[config.mk]
export PLATFORM = sky130hd
export DESIGN_NAME = ncpu_core
export DESIGN_NICKNAME = d
export VERILOG_FILES = /design/src/pkg/ncpu_pkg.sv /design/src/core/ncpu_core.sv
export SDC_FILE = /design/constraint.sdc
export NUM_CORES = 1
export LEC_CHECK = 0
export BUFFER_PORTS_ARGS = -buffer_cell sky130_fd_sc_hd__buf_4
export CAP_MARGIN = 0
export CORE_MARGIN = 2
export CORE_UTILIZATION = 35
export DETAILED_ROUTE_END_ITERATION = 8
export GPL_TIMING_DRIVEN = 0
export PLACE_DENSITY = 0.58
export REMOVE_ABC_BUFFERS = 1
export SLEW_MARGIN = 20
export SYNTH_ARGS = -nofsm -noshare
export SYNTH_HDL_FRONTEND = slang
export SYNTH_SLANG_ARGS = --single-unit
[constraint.sdc]
create_clock -name clk_sys_in -period 3.8 [get_ports clk_sys_in]
set_input_delay 0.38 -clock clk_sys_in [delete_from_list [all_inputs] [get_ports clk_sys_in]]
set_output_delay 0.38 -clock clk_sys_in [all_outputs]
set_load 0.01 [all_outputs]
[src/pkg/ncpu_pkg.sv]
// Functional notes
// RULE1 - A skip-capable instruction that does not skip costs no extra machine cycles.
// RULE2 - Skipping a one- or two-byte instruction costs exactly one extra machine cycle.
// RULE3 - Skipping a three-byte instruction costs exactly two extra machine cycles.
// RULE4 - Skipping the table-call instruction always costs exactly one machine cycle.
// RULE5 - A machine cycle is one CPU clock period, one of five rates picked by the clock controls.
// RULE6 - Post-increment load/swap use the pointer, then bump L, and skip when L wraps to 0.
// RULE7 - Post-decrement load/swap use the pointer, then drop L, and skip when L wraps to F.
// RULE8 - The swap exchanges accumulator and memory nibble before any pointer adjustment.
// RULE9 - Table read via the second pair fetches ROM at PC bits 14..8 plus that pair, 3 cycles.
// RULE10 - Table read via the wide accumulator uses PC bits 14..8 plus it and replaces it.
// RULE11 - Absolute table reads use the upper pair joined with the second pair or accumulator.
// RULE12 - Accesses through the indirect pair operand always go to bank 0.
// RULE13 - Direct and pointer accesses use the bank value when enabled, else 0 low / 15 high.
// RULE14 - Absolute table addresses stay within 0000 to 7F7F hex.
// RULE15 - Software issues only even addresses for 8-bit transfers with the wide accumulator.
// RULE16 - Back-to-back immediate loads of one string group run the first and skip the rest.
// RULE17 - A skipped instruction is fetched without effect and the PC passes its full length.
package ncpu_pkg;
   localparam logic [2:0] REG_CTRL = 3'h0;
   localparam logic [2:0] REG_PC = 3'h1;
   localparam logic [2:0] REG_XAHL = 3'h2;
   localparam logic [2:0] REG_BCDE = 3'h3;
   localparam logic [2:0] REG_STAT = 3'h4;
   localparam int CTRL_RUN = 0;
   localparam int CTRL_PCC = 1;
   localparam int CTRL_SCC = 3;
   localparam int CTRL_MBE = 4;
   localparam int CTRL_MBS = 5;
   localparam int STAT_RANGE = 0;
   localparam int STAT_SKIP = 1;
   localparam int STAT_BUSY = 2;
   localparam logic [7:0] DIV_PCC0 = 8'h40;
   localparam logic [7:0] DIV_PCC1 = 8'h20;
   localparam logic [7:0] DIV_PCC2 = 8'h10;
   localparam logic [7:0] DIV_PCC3 = 8'h08;
   localparam logic [7:0] DIV_SUB = 8'h80;
   localparam logic [3:0] BANK_LOW = 4'h0;
   localparam logic [3:0] BANK_HIGH = 4'hf;
   localparam logic [14:0] TBL_MAX = 15'h7f7f;
   localparam logic [14:0] PC_RESET = 15'h0000;
   localparam logic [3:0] OPH_LDA_N4 = 4'h7;
   localparam logic [7:0] OP_TCALL = 8'h01;
   localparam logic [7:0] OP_LD_XA = 8'h89;
   localparam logic [7:0] OP_LD_HL = 8'h8b;
   localparam logic [7:0] OP_LD_DE = 8'h8c;
   localparam logic [7:0] OP_LD_BC = 8'h8d;
   localparam logic [7:0] OP_LD_BCDE = 8'h8e;
   localparam logic [7:0] OP_LDA_MEM = 8'ha2;
   localparam logic [7:0] OP_XCH_MEM = 8'ha3;
   localparam logic [7:0] OP_TBL_PCDE = 8'hd0;
   localparam logic [7:0] OP_TBL_PCXA = 8'hd1;
   localparam logic [7:0] OP_TBL_BCDE = 8'hd2;
   localparam logic [7:0] OP_TBL_BCXA = 8'hd3;
   localparam logic [7:0] OP_LDA_HL = 8'he0;
   localparam logic [7:0] OP_STA_HL = 8'he1;
   localparam logic [7:0] OP_LDA_HLI = 8'he2;
   localparam logic [7:0] OP_LDA_HLD = 8'he3;
   localparam logic [7:0] OP_LDA_DE = 8'he4;
   localparam logic [7:0] OP_XCH_HL = 8'he8;
   localparam logic [7:0] OP_XCH_HLI = 8'hea;
   localparam logic [7:0] OP_XCH_HLD = 8'heb;
   localparam logic [7:0] OP_XCH_DE = 8'hec;

   typedef enum logic [1:0] {NCPU_GRP_NONE, NCPU_GRP_A, NCPU_GRP_E} ncpu_grp_t;

   function automatic logic [1:0] op_len(input logic [7:0] op);
      unique case (op)
         OP_LD_XA, OP_LD_HL, OP_LD_DE, OP_LD_BC, OP_LDA_MEM, OP_XCH_MEM: op_len = 2'h2;
         OP_LD_BCDE: op_len = 2'h3;
         default: op_len = 2'h1;
      endcase
   endfunction : op_len

   function automatic logic [1:0] op_cycles(input logic [7:0] op);
      unique case (op)
         OP_LD_XA, OP_LD_HL, OP_LD_DE, OP_LD_BC, OP_LDA_MEM, OP_XCH_MEM,
         OP_LDA_HLI, OP_LDA_HLD, OP_XCH_HLI, OP_XCH_HLD: op_cycles = 2'h2;
         OP_LD_BCDE, OP_TBL_PCDE, OP_TBL_PCXA, OP_TBL_BCDE, OP_TBL_BCXA: op_cycles = 2'h3;
         default: op_cycles = 2'h1;
      endcase
   endfunction : op_cycles

   function automatic ncpu_grp_t op_grp(input logic [7:0] op);
      if (op[7:4] == OPH_LDA_N4 || op == OP_LD_XA) op_grp = NCPU_GRP_A;
      else if (op == OP_LD_HL) op_grp = NCPU_GRP_E;
      else op_grp = NCPU_GRP_NONE;
   endfunction : op_grp

   function automatic logic [1:0] skip_cost(input logic [7:0] op);
      if (op == OP_TCALL) skip_cost = 2'h1;
      else if (op_len(op) == 2'h3) skip_cost = 2'h2;
      else skip_cost = 2'h1;
   endfunction : skip_cost

   function automatic logic [7:0] div_sel(input logic [1:0] cpu_clock_divider_control, input logic system_clock_control);
      if (system_clock_control) div_sel = DIV_SUB;
      else begin
         unique case (cpu_clock_divider_control)
            2'h0: div_sel = DIV_PCC0;
            2'h1: div_sel = DIV_PCC1;
            2'h2: div_sel = DIV_PCC2;
            2'h3: div_sel = DIV_PCC3;
         endcase
      end
   endfunction : div_sel

   function automatic logic [3:0] data_bank(input logic bank_select_enable, input logic [3:0] bank_select_value,
                                            input logic [7:0] addr);
      if (bank_select_enable) data_bank = bank_select_value;
      else data_bank = addr[7] ? BANK_HIGH : BANK_LOW;
   endfunction : data_bank
endpackage : ncpu_pkg

[src/core/ncpu_core.sv]
`timescale 1ns/100ps
module ncpu_core (
   input wire logic clk_sys_in,
   input wire logic rst_b_in,
   input wire logic [2:0] reg_addr_in,
   input wire logic [15:0] reg_wdata_in,
   input wire logic reg_wr_in,
   input wire logic reg_rd_in,
   output logic [15:0] reg_rdata_out,
   output logic [14:0] rom_addr_out,
   output logic rom_rd_out,
   input wire logic [7:0] rom_data_in,
   output logic [11:0] dm_addr_out,
   output logic dm_rd_out,
   output logic dm_wr_out,
   output logic [3:0] dm_wdata_out,
   input wire logic [3:0] dm_rdata_in,
   output logic retire_out,
   output logic [1:0] retire_cycles_out,
   output logic retire_skip_out
);
   typedef enum logic [3:0] {ST_STOP, ST_FETCH, ST_LAT, ST_DEC, ST_OPND1, ST_OPND2,
                             ST_EXEC, ST_MEMG, ST_TBLG, ST_WAIT} ncpu_state_t;

   ncpu_state_t st, ret_st;
   logic [7:0] op, b1, b2;
   logic [14:0] pc;
   logic [1:0] budget, mc_cnt;
   logic skipping, skip_pend, range_err;
   ncpu_pkg::ncpu_grp_t grp;
   logic [3:0] a, x, h, l, d, e, b, c;
   logic run, system_clock_control, bank_select_enable;
   logic [1:0] cpu_clock_divider_control;
   logic [3:0] bank_select_value;
   logic [7:0] div_cnt;
   logic tick, done, is_skip, range_clr, stopped;
   logic [15:0] abs_de, abs_xa;

   function automatic logic is_xch(input logic [7:0] o);
      is_xch = o == ncpu_pkg::OP_XCH_HL || o == ncpu_pkg::OP_XCH_HLI ||
               o == ncpu_pkg::OP_XCH_HLD || o == ncpu_pkg::OP_XCH_DE ||
               o == ncpu_pkg::OP_XCH_MEM;
   endfunction : is_xch

   function automatic logic [14:0] abs_addr(input logic [15:0] full);
      // out-of-range absolute address is clamped and flagged, never wraps
      abs_addr = (full > {1'b0, ncpu_pkg::TBL_MAX}) ? ncpu_pkg::TBL_MAX : full[14:0];
   endfunction : abs_addr

   assign stopped = st == ST_STOP;
   assign abs_de = {b, c, d, e};
   assign abs_xa = {b, c, x, a};
   assign is_skip = skip_pend || (grp != ncpu_pkg::NCPU_GRP_NONE &&
                                  ncpu_pkg::op_grp(rom_data_in) == grp);
   assign done = st == ST_WAIT && tick && mc_cnt == 2'(budget - 2'h1);
   assign range_clr = reg_wr_in && reg_addr_in == ncpu_pkg::REG_STAT &&
                      reg_wdata_in[ncpu_pkg::STAT_RANGE];

   // machine cycle divider; tick marks each cpu clock period
   assign tick = div_cnt == 8'h00;
   always_ff @(posedge clk_sys_in) begin
      if (!rst_b_in) div_cnt <= 8'h00;
      else if (tick) div_cnt <= 8'(ncpu_pkg::div_sel(cpu_clock_divider_control, system_clock_control) - 8'h01); // RULE5
      else div_cnt <= 8'(div_cnt - 8'h01);
   end

   // machine cycle budget of the current instruction
   always_ff @(posedge clk_sys_in) begin
      if (!rst_b_in) begin
         mc_cnt <= 2'h0;
         retire_out <= 1'b0;
         retire_cycles_out <= 2'h0;
         retire_skip_out <= 1'b0;
      end else begin
         retire_out <= done;
         if (done) begin
            mc_cnt <= 2'h0;
            retire_cycles_out <= budget;
            retire_skip_out <= skipping;
         end else if (tick && !stopped) mc_cnt <= 2'(mc_cnt + 2'h1);
      end
   end

   // instruction sequencer and memory ports
   always_ff @(posedge clk_sys_in) begin
      if (!rst_b_in) begin
         st <= ST_STOP;
         ret_st <= ST_STOP;
         op <= 8'h00;
         b1 <= 8'h00;
         b2 <= 8'h00;
         pc <= ncpu_pkg::PC_RESET;
         budget <= 2'h1;
         skipping <= 1'b0;
         skip_pend <= 1'b0;
         grp <= ncpu_pkg::NCPU_GRP_NONE;
         range_err <= 1'b0;
         rom_addr_out <= ncpu_pkg::PC_RESET;
         rom_rd_out <= 1'b0;
         dm_addr_out <= 12'h000;
         dm_rd_out <= 1'b0;
         dm_wr_out <= 1'b0;
         dm_wdata_out <= 4'h0;
      end else begin
         rom_rd_out <= 1'b0;
         dm_rd_out <= 1'b0;
         dm_wr_out <= 1'b0;
         if (range_clr) range_err <= 1'b0;
         unique case (st)
            ST_STOP: begin
               if (reg_wr_in && reg_addr_in == ncpu_pkg::REG_PC) pc <= reg_wdata_in[14:0];
               if (run && tick) st <= ST_FETCH;
            end
            ST_FETCH: begin
               rom_addr_out <= pc;
               rom_rd_out <= 1'b1;
               pc <= 15'(pc + 15'h1);
               ret_st <= ST_DEC;
               st <= ST_LAT;
            end
            ST_LAT: st <= ret_st;
            ST_DEC: begin
               op <= rom_data_in;
               skipping <= is_skip;
               if (is_skip) begin
                  // fetched only to learn its length; nothing else happens
                  pc <= 15'(pc + 15'(ncpu_pkg::op_len(rom_data_in)) - 15'h1); // RULE17
                  budget <= ncpu_pkg::skip_cost(rom_data_in); // RULE2 RULE3 RULE4 RULE16
                  skip_pend <= 1'b0;
                  st <= ST_WAIT;
               end else begin
                  budget <= ncpu_pkg::op_cycles(rom_data_in); // RULE1
                  grp <= ncpu_pkg::op_grp(rom_data_in); // RULE16
                  if (ncpu_pkg::op_len(rom_data_in) != 2'h1) begin
                     rom_addr_out <= pc;
                     rom_rd_out <= 1'b1;
                     pc <= 15'(pc + 15'h1);
                     ret_st <= ST_OPND1;
                     st <= ST_LAT;
                  end else st <= ST_EXEC;
               end
            end
            ST_OPND1: begin
               b1 <= rom_data_in;
               if (ncpu_pkg::op_len(op) == 2'h3) begin
                  rom_addr_out <= pc;
                  rom_rd_out <= 1'b1;
                  pc <= 15'(pc + 15'h1);
                  ret_st <= ST_OPND2;
                  st <= ST_LAT;
               end else st <= ST_EXEC;
            end
            ST_OPND2: begin
               b2 <= rom_data_in;
               st <= ST_EXEC;
            end
            ST_EXEC: begin
               st <= ST_WAIT;
               ret_st <= ST_MEMG;
               unique case (op)
                  ncpu_pkg::OP_LDA_HL, ncpu_pkg::OP_LDA_HLI, ncpu_pkg::OP_LDA_HLD,
                  ncpu_pkg::OP_XCH_HL, ncpu_pkg::OP_XCH_HLI, ncpu_pkg::OP_XCH_HLD: begin
                     dm_addr_out <= {ncpu_pkg::data_bank(bank_select_enable, bank_select_value, {h, l}), h, l}; // RULE13
                     dm_rd_out <= 1'b1;
                     st <= ST_LAT;
                  end
                  ncpu_pkg::OP_STA_HL: begin
                     dm_addr_out <= {ncpu_pkg::data_bank(bank_select_enable, bank_select_value, {h, l}), h, l};
                     dm_wr_out <= 1'b1;
                     dm_wdata_out <= a;
                  end
                  ncpu_pkg::OP_LDA_DE, ncpu_pkg::OP_XCH_DE: begin
                     dm_addr_out <= {ncpu_pkg::BANK_LOW, d, e}; // RULE12
                     dm_rd_out <= 1'b1;
                     st <= ST_LAT;
                  end
                  ncpu_pkg::OP_LDA_MEM, ncpu_pkg::OP_XCH_MEM: begin
                     dm_addr_out <= {ncpu_pkg::data_bank(bank_select_enable, bank_select_value, b1), b1}; // RULE13
                     dm_rd_out <= 1'b1;
                     st <= ST_LAT;
                  end
                  ncpu_pkg::OP_TBL_PCDE, ncpu_pkg::OP_TBL_PCXA,
                  ncpu_pkg::OP_TBL_BCDE, ncpu_pkg::OP_TBL_BCXA: begin
                     rom_rd_out <= 1'b1;
                     ret_st <= ST_TBLG;
                     st <= ST_LAT;
                     if (op == ncpu_pkg::OP_TBL_PCDE)
                        rom_addr_out <= {pc[14:8], d, e}; // RULE9
                     else if (op == ncpu_pkg::OP_TBL_PCXA)
                        rom_addr_out <= {pc[14:8], x, a}; // RULE10
                     else if (op == ncpu_pkg::OP_TBL_BCDE) begin
                        rom_addr_out <= abs_addr(abs_de); // RULE11 RULE14
                        if (abs_de > {1'b0, ncpu_pkg::TBL_MAX}) range_err <= 1'b1;
                     end else begin
                        rom_addr_out <= abs_addr(abs_xa); // RULE11 RULE14
                        if (abs_xa > {1'b0, ncpu_pkg::TBL_MAX}) range_err <= 1'b1;
                     end
                  end
                  default: ;
               endcase
            end
            ST_MEMG: begin
               if (is_xch(op)) begin
                  // same address as the read; old accumulator goes back out
                  dm_wr_out <= 1'b1; // RULE8
                  dm_wdata_out <= a; // RULE8
               end
               if (op == ncpu_pkg::OP_LDA_HLI || op == ncpu_pkg::OP_XCH_HLI)
                  skip_pend <= l == 4'hf; // RULE6
               if (op == ncpu_pkg::OP_LDA_HLD || op == ncpu_pkg::OP_XCH_HLD)
                  skip_pend <= l == 4'h0; // RULE7
               st <= ST_WAIT;
            end
            ST_TBLG: st <= ST_WAIT;
            ST_WAIT: if (done) st <= run ? ST_FETCH : ST_STOP;
         endcase
      end
   end

   // register file
   always_ff @(posedge clk_sys_in) begin
      if (!rst_b_in) {x, a, h, l, b, c, d, e} <= 32'h0;
      else if (stopped) begin
         if (reg_wr_in && reg_addr_in == ncpu_pkg::REG_XAHL) {x, a, h, l} <= reg_wdata_in;
         if (reg_wr_in && reg_addr_in == ncpu_pkg::REG_BCDE) {b, c, d, e} <= reg_wdata_in;
      end else if (st == ST_EXEC) begin
         if (op[7:4] == ncpu_pkg::OPH_LDA_N4) a <= op[3:0];
         if (op == ncpu_pkg::OP_LD_XA) {x, a} <= b1;
         if (op == ncpu_pkg::OP_LD_HL) {h, l} <= b1;
         if (op == ncpu_pkg::OP_LD_DE) {d, e} <= b1;
         if (op == ncpu_pkg::OP_LD_BC) {b, c} <= b1;
         if (op == ncpu_pkg::OP_LD_BCDE) {b, c, d, e} <= {b1, b2};
      end else if (st == ST_MEMG) begin
         a <= dm_rdata_in; // RULE8
         if (op == ncpu_pkg::OP_LDA_HLI || op == ncpu_pkg::OP_XCH_HLI)
            l <= 4'(l + 4'h1); // RULE6
         if (op == ncpu_pkg::OP_LDA_HLD || op == ncpu_pkg::OP_XCH_HLD)
            l <= 4'(l - 4'h1); // RULE7
      end else if (st == ST_TBLG) {x, a} <= rom_data_in; // RULE9 RULE10 RULE11
   end

   // software register port
   always_ff @(posedge clk_sys_in) begin
      if (!rst_b_in) begin
         run <= 1'b0;
         cpu_clock_divider_control <= 2'h0;
         system_clock_control <= 1'b0;
         bank_select_enable <= 1'b0;
         bank_select_value <= 4'h0;
         reg_rdata_out <= 16'h0000;
      end else begin
         if (reg_wr_in && reg_addr_in == ncpu_pkg::REG_CTRL) begin
            run <= reg_wdata_in[ncpu_pkg::CTRL_RUN];
            cpu_clock_divider_control <= reg_wdata_in[ncpu_pkg::CTRL_PCC +: 2];
            system_clock_control <= reg_wdata_in[ncpu_pkg::CTRL_SCC];
            bank_select_enable <= reg_wdata_in[ncpu_pkg::CTRL_MBE];
            bank_select_value <= reg_wdata_in[ncpu_pkg::CTRL_MBS +: 4];
         end
         reg_rdata_out <= 16'h0000;
         if (reg_rd_in) begin
            unique case (reg_addr_in)
               ncpu_pkg::REG_CTRL: reg_rdata_out <= {7'h0, bank_select_value, bank_select_enable, system_clock_control, cpu_clock_divider_control, run};
               ncpu_pkg::REG_PC: reg_rdata_out <= {1'b0, pc};
               ncpu_pkg::REG_XAHL: reg_rdata_out <= {x, a, h, l};
               ncpu_pkg::REG_BCDE: reg_rdata_out <= {b, c, d, e};
               ncpu_pkg::REG_STAT: reg_rdata_out <= {13'h0, !stopped, skip_pend, range_err};
               default: reg_rdata_out <= 16'h0000;
            endcase
         end
      end
   end
endmodule : ncpu_core

# Word-level counts from Yosys, hierarchy flattened
# Index checks and enable logic that the tools add are counted.
[totals] regBits=159 in_bits=35
[classes] addsub=9 n_lt_le_gt_ge=2 eq_ne=78 mux=127 n_bitwise=2 reduce_logical=67
[ops] cell="equality test 8 bit (second input constant)" n=35
[ops] cell="two-way mux 4 bit" n=58
[ops] cell="two-way mux 15 bit" n=13
[ops] cell="one-hot mux 15 bit (4 select lines)" n=2
[ops] cell="one-hot mux 16 bit (5 select lines)" n=1
[ops] cell="one-hot mux 12 bit (3 select lines)" n=1
[ops] cell="one-hot mux 4 bit (9 select lines)" n=1
[ops] cell="two-way mux 2 bit" n=17
[ops] cell="greater-than comparator 16 x 15 -> 1 bit (second input constant)" n=2
[ops] cell="two-way mux 8 bit" n=4
[ops] cell="one-hot mux 8 bit (4 select lines)" n=1
[ops] cell="equality test 4 x 3 -> 1 bit (second input constant)" n=6
[ops] cell="OR reduction 10 bit" n=2
[ops] cell="two-way mux 1 bit" n=19
[ops] cell="AND reduction 3 bit" n=6
[ops] cell="one-hot mux 4 bit (4 select lines)" n=1
[ops] cell="AND reduction 4 bit" n=4
[ops] cell="nonzero test 4 bit" n=4
[ops] cell="subtractor 8 x 1 -> 8 bit (second input constant)" n=2
[ops] cell="adder 15 x 1 -> 15 bit (second input constant)" n=1
[ops] cell="adder 15 x 2 -> 15 bit" n=1
[ops] cell="nonzero test 3 bit" n=5
[ops] cell="subtractor 15 x 1 -> 15 bit (second input constant)" n=1
[ops] cell="inequality test 2 x 1 -> 1 bit (second input constant)" n=7
[ops] cell="other kinds (40)" n=91

# Logic depth before layout (Yosys ltp)
[depth] word_depth=13 ltp_mapped=16 depth_no_buf=15

# Worst setup path after synthesis
# Ideal clock, no wire load.
[synth_path] kind="input-to-reg" from="in rom_data_in[3]" to="reg pc[11]" setup_ns=0.126 arrival_ns=3.362 required_ns=3.674 path_slack_ns=0.312 stages=15 path_cell_list="clkbuf_2 or4b_1 o21ai_2 inv_1 ha_1 inv_1 ha_1 fa_1 a21oi_1 o2111ai_1 a31o_2 a21oi_1 xnor2_1 a222oi_1 a21oi_1"
[synth_via] elab_chain_len=10 elab_cells_between_ends=28
[synth_rtl] element="start, declared" line_no="ncpu_core.sv:12" text="input wire logic [7:0] rom_data_in,"
[synth_rtl] element="equality test 8 bit (on tied branches)" line_no="ncpu_pkg.sv:68, ncpu_pkg.sv:85, ncpu_pkg.sv:86"
[synth_rtl] element="OR reduction 6 bit" line_no="ncpu_pkg.sv:68" text="unique case (op)"
[synth_rtl] element="one-hot mux 2 bit (2 select lines)" line_no="ncpu_pkg.sv:68"
[synth_rtl] element="two-way mux 2 bit" line_no="ncpu_core.sv:125" text="if (is_skip) begin"
[synth_rtl] element="two-way mux 2 bit" line_no="ncpu_core.sv:109" text="unique case (st)"
[synth_rtl] element="two-way mux 2 bit" line_no="ncpu_core.sv:86" text="if (!rst_b_in) begin"
[synth_rtl] element="adder 15 x 2 -> 15 bit" line_no="ncpu_core.sv:127" text="pc <= 15'(pc + 15'(ncpu_pkg::op_len(rom_data_in)) - 15'h1);"
[synth_rtl] element="subtractor 15 x 1 -> 15 bit" line_no="ncpu_core.sv:127"
[synth_rtl] element="two-way mux 15 bit" line_no="ncpu_core.sv:125"
[synth_rtl] element="one-hot mux 15 bit (4 select lines)" line_no="ncpu_core.sv:109"
[synth_rtl] element="end signal, assigned" line_no="ncpu_core.sv:111" text="if (reg_wr_in && reg_addr_in == ncpu_pkg::REG_PC) pc <= reg_wdata_in[14:0];"
[synth_rtl] element="end signal, assigned" line_no="ncpu_core.sv:117" text="pc <= 15'(pc + 15'h1);"
[synth_rtl] element="end signal, assigned" line_no="ncpu_core.sv:127"
[synth_rtl] element="end, declared" line_no="ncpu_core.sv:27" text="logic [14:0] pc;"
# Parallel ways exist; a longest one is shown, timed or not. The select of a mux whose other input is x is not followed.
# A chain may end at the register's enable or synchronous reset.

# Worst setup path after layout
[layout_path] from="in rom_data_in[2]" to="reg pc[11]"
# Same word-level chain as after synthesis.

==> metrics.cfg <==
[clock_tree]
clk-insertion-delay-late_ns = 0.44
tritoncts = built
cts.clk_slew.worst_paths_ns = 0.07
cts_hold_buf = 0
number_of_sinks_handled_by_clock_tree_synthesis = 159
cts_max_level = 4
root_buffer_master = clkbuf_16
cts_buffer_depth = 2
cts_inserted_buffers = 17

[worst_setup_path]
rr_startpoint = op[1]$_SDFFE_PN0P_
critPathRequiredTime_ns = 4.11
critical_path_arrival_ns = 3.91
worst_setup_path_startpoint = rom_data_in[2]
critical_path_class = primary input to flop
worstPathMaxFanout = 8
kind_of_start_point_of_the_critical_path = primary input
timing.critical_path.to_type = flop

[final_layout]
layout.cells.non_filler = 1525
diodes = 0
drive_gt1_share_pct = 15.4
finalNetCount = 1245
signed_area_change_from_the_synthesized_netlist_to_the_final_layout_pct = 16.8

[floorplanning]
core_region_area_sq_mm = 0.0258
die_area_sq_mm = 0.0274
initial_utilization_pct = 35.4
die_width_um = 166
floorplan.rows = 59
die_y_um = 166
ioPinCount = 89

[routing]
vias = 8777
residual_drc = 0
drt.antenna.violating_nets = 0
drt_iter0_markers = 983
vias_per_cell = 5.76
routed_wl_mm = 29.6
detail_route.first_pass.iterations = 5
drt-wirelength-per-cell_um = 19.4

[global_routing]
first_pass_grt_wire_length_mm = 46.1
final_global_route_overflow_total = 0
grt-busiest-layer = met2
met2_usage_pct = 34.7
largest_net_degree_at_the_start_of_global_routing = 84
met1_usage_pct = 30.1
via_count_of_the_first_global_routing_pass = 8092
number_of_antenna_violations_at_the_first_check_in_global_routing = 0
met3_grt_util_pct = 3.47
globalRouteTotalUtil_pct = 22.0

[logic_synthesis]
syn_area_sq_mm = 0.00914
synth.distinct_cells = 88
ys_ff_latch = 159
yosys_most_used_dff = dfxtp_1
yosys.cell_count.top_type = nand2_1
synth-seq-area-share_pct = 34.8
async_flop_share_pct = 0
most_area_hungry_cell_type_in_the_yosys_netlist = dfxtp_1
yosys_warnings = 0
synth.avg_cell_area_sq_um = 8.09
syn-instance-count = 1129
synth_top_area_share_pct = 34.8
netlist_top_cells_count = 161 x nand2_1, 159 x dfxtp_1, 109 x nor2_1
edff_count_synth = 0
post_synth_main_area_contributors = dfxtp_1 35%, nand2_1 6.6%, a21oi_1 5.5%, nor2_1 4.5%, ha_1 4.1%

[timing]
grt_setup_unrepaired = no
final_critical_path_setup_slack_ns = 0.197
fmax_ghz = 0.278
maxSlewHeadroom_pct = 31.8
final.setup.tns_ns = 0
finalClockSkew_ns = 0.0130
min_period_over_period_pct = 94.8
final_hold_viol_count = 0
finalCriticalPeriod_ns = 3.60
setup_violations = 0
final_max_slew_viol_count = 0
worst_pin_slew_ns = 1.02

[place]
gpl.final_weighted_congestion = 0.908
placed_wire_length_estimate_mm = 21.5
pre_cts_setup_slack_ns = -0.327
port_buffers = 88
placed_cells = 1494

[worst_hold_path]
hp-start = reg_wdata_in[4]
min-delay-path-class = primary input to flop

[power_and_ir_drop]
vdd_ir_drop_max_uv = 304
design_power_total_mw = 4.03
cellPowerDensity_mw_per_mm2 = 377
power_leakage_nw = 3.80

[flow_run]
cap_violations = 0

[run_status]
outcome = completed

repair_timing:
item | CTS | global route
resized for setup | 0 | 2
buffers inserted | 0 | 0
endpoints found under the setup margin | 0 | 1
final cells by class:
cell class,instances,area (sq um)
Tap cell,335,419
Clock buffer,22,464
Timing Repair Buffer,99,791
Fill cell,2631,15200
Multi-Input combinational cell,864,5560
Clock inverter,9,111
Inverter,37,144
Sequential cell,159,3180
kinds of logic after synthesis:
family	count (synthesis)	synth area share [%]
flops	159	34.8
xor+xnor	27	2.59
buf+inv	106	4.89
mux	41	5.47
compound gates	334	25.3
simple gates	430	22.3
fa+ha+maj	32	4.55
through the flow:
| stage | util, % | area, sq um | hold slack, ns |
|---|---|---|---|
| floorplan | - | 8830 | 0.409 |
| global placement | 38.3 | 9910 | 0.417 |
| detailed placement | 39.0 | 10100 | 0.421 |
| CTS | 41.2 | 10700 | 0.228 |
| global route | 41.3 | 10700 | 0.228 |
| finish | 41.3 | 10700 | 0.244 |
report_power, final:
group	total (mW)	switching, mW	internal [mW]
Clock	1.71	0.713	0.997
Sequential	1.77	0.0603	1.71
Combinational	0.546	0.312	0.234
Total	4.03	1.09	2.94
state kept, by name, summed over array words and instances (netlist names), 8 cells and up:
register,count
rom_addr_out,15
b1,8
b2,8
pc,15
op,8
dm_addr_out,12
div_cnt,8
reg_rdata_out,16
worst max-delay path: stages:
cell and delay, ns:
buf_4 0.15, and2b_1 0.24, or4b_1 0.49, o21ai_2 0.16, inv_1 0.19, ha_1 0.31
inv_1 0.04, ha_1 0.23, fa_1 0.43, a21oi_2 0.20, o2111ai_1 0.21, a31o_2 0.28
a21oi_1 0.18, xnor2_1 0.08, a222oi_1 0.24, a21oi_1 0.11
path summary, 6_finish.rpt:
kind	to	slack (ns)	cells past startpoint
worst min register to register	div_cnt[7]$_SDFF_PN0_	0.43	2
worst max register to register	rom_addr_out[5]$_SDFFE_PN0P_	0.40	7
worst max-delay path	pc[11]$_SDFFE_PN0P_	0.20	16
worst min-delay path	bank_select_enable$_SDFFE_PN0P_	0.24	3
placed cells by master, fill, tap and decap left out, drive strengths merged, types with 8 or more instances in the layout:
| master | instances |
|---|---|
| a211oi | 23 |
| a21oi | 101 |
| a221oi | 8 |
| a22oi | 23 |
| a311oi | 25 |
| a31oi | 10 |
| and2 | 16 |
| and3 | 12 |
| buf | 99 |
| clkbuf | 22 |
| dfxtp | 159 |
| ha | 30 |
| inv | 37 |
| mux2 | 11 |
| mux2i | 24 |
| nand2 | 162 |
| nand2b | 18 |
| nand3 | 24 |
| nor2 | 110 |
| nor2b | 19 |
| nor3 | 27 |
| o2111ai | 9 |
| o21ai | 61 |
| o221ai | 9 |
| o22ai | 8 |
| xnor2 | 21 |
metal layers:
layer | wire length, um | part of all wire (%)
met3 | 1820 | 6.2
met4 | 910 | 3.1
met5 | 0 | 0
met1 | 13300 | 45
met2 | 13500 | 46
Note: power is estimated with default switching activity, not from simulation.
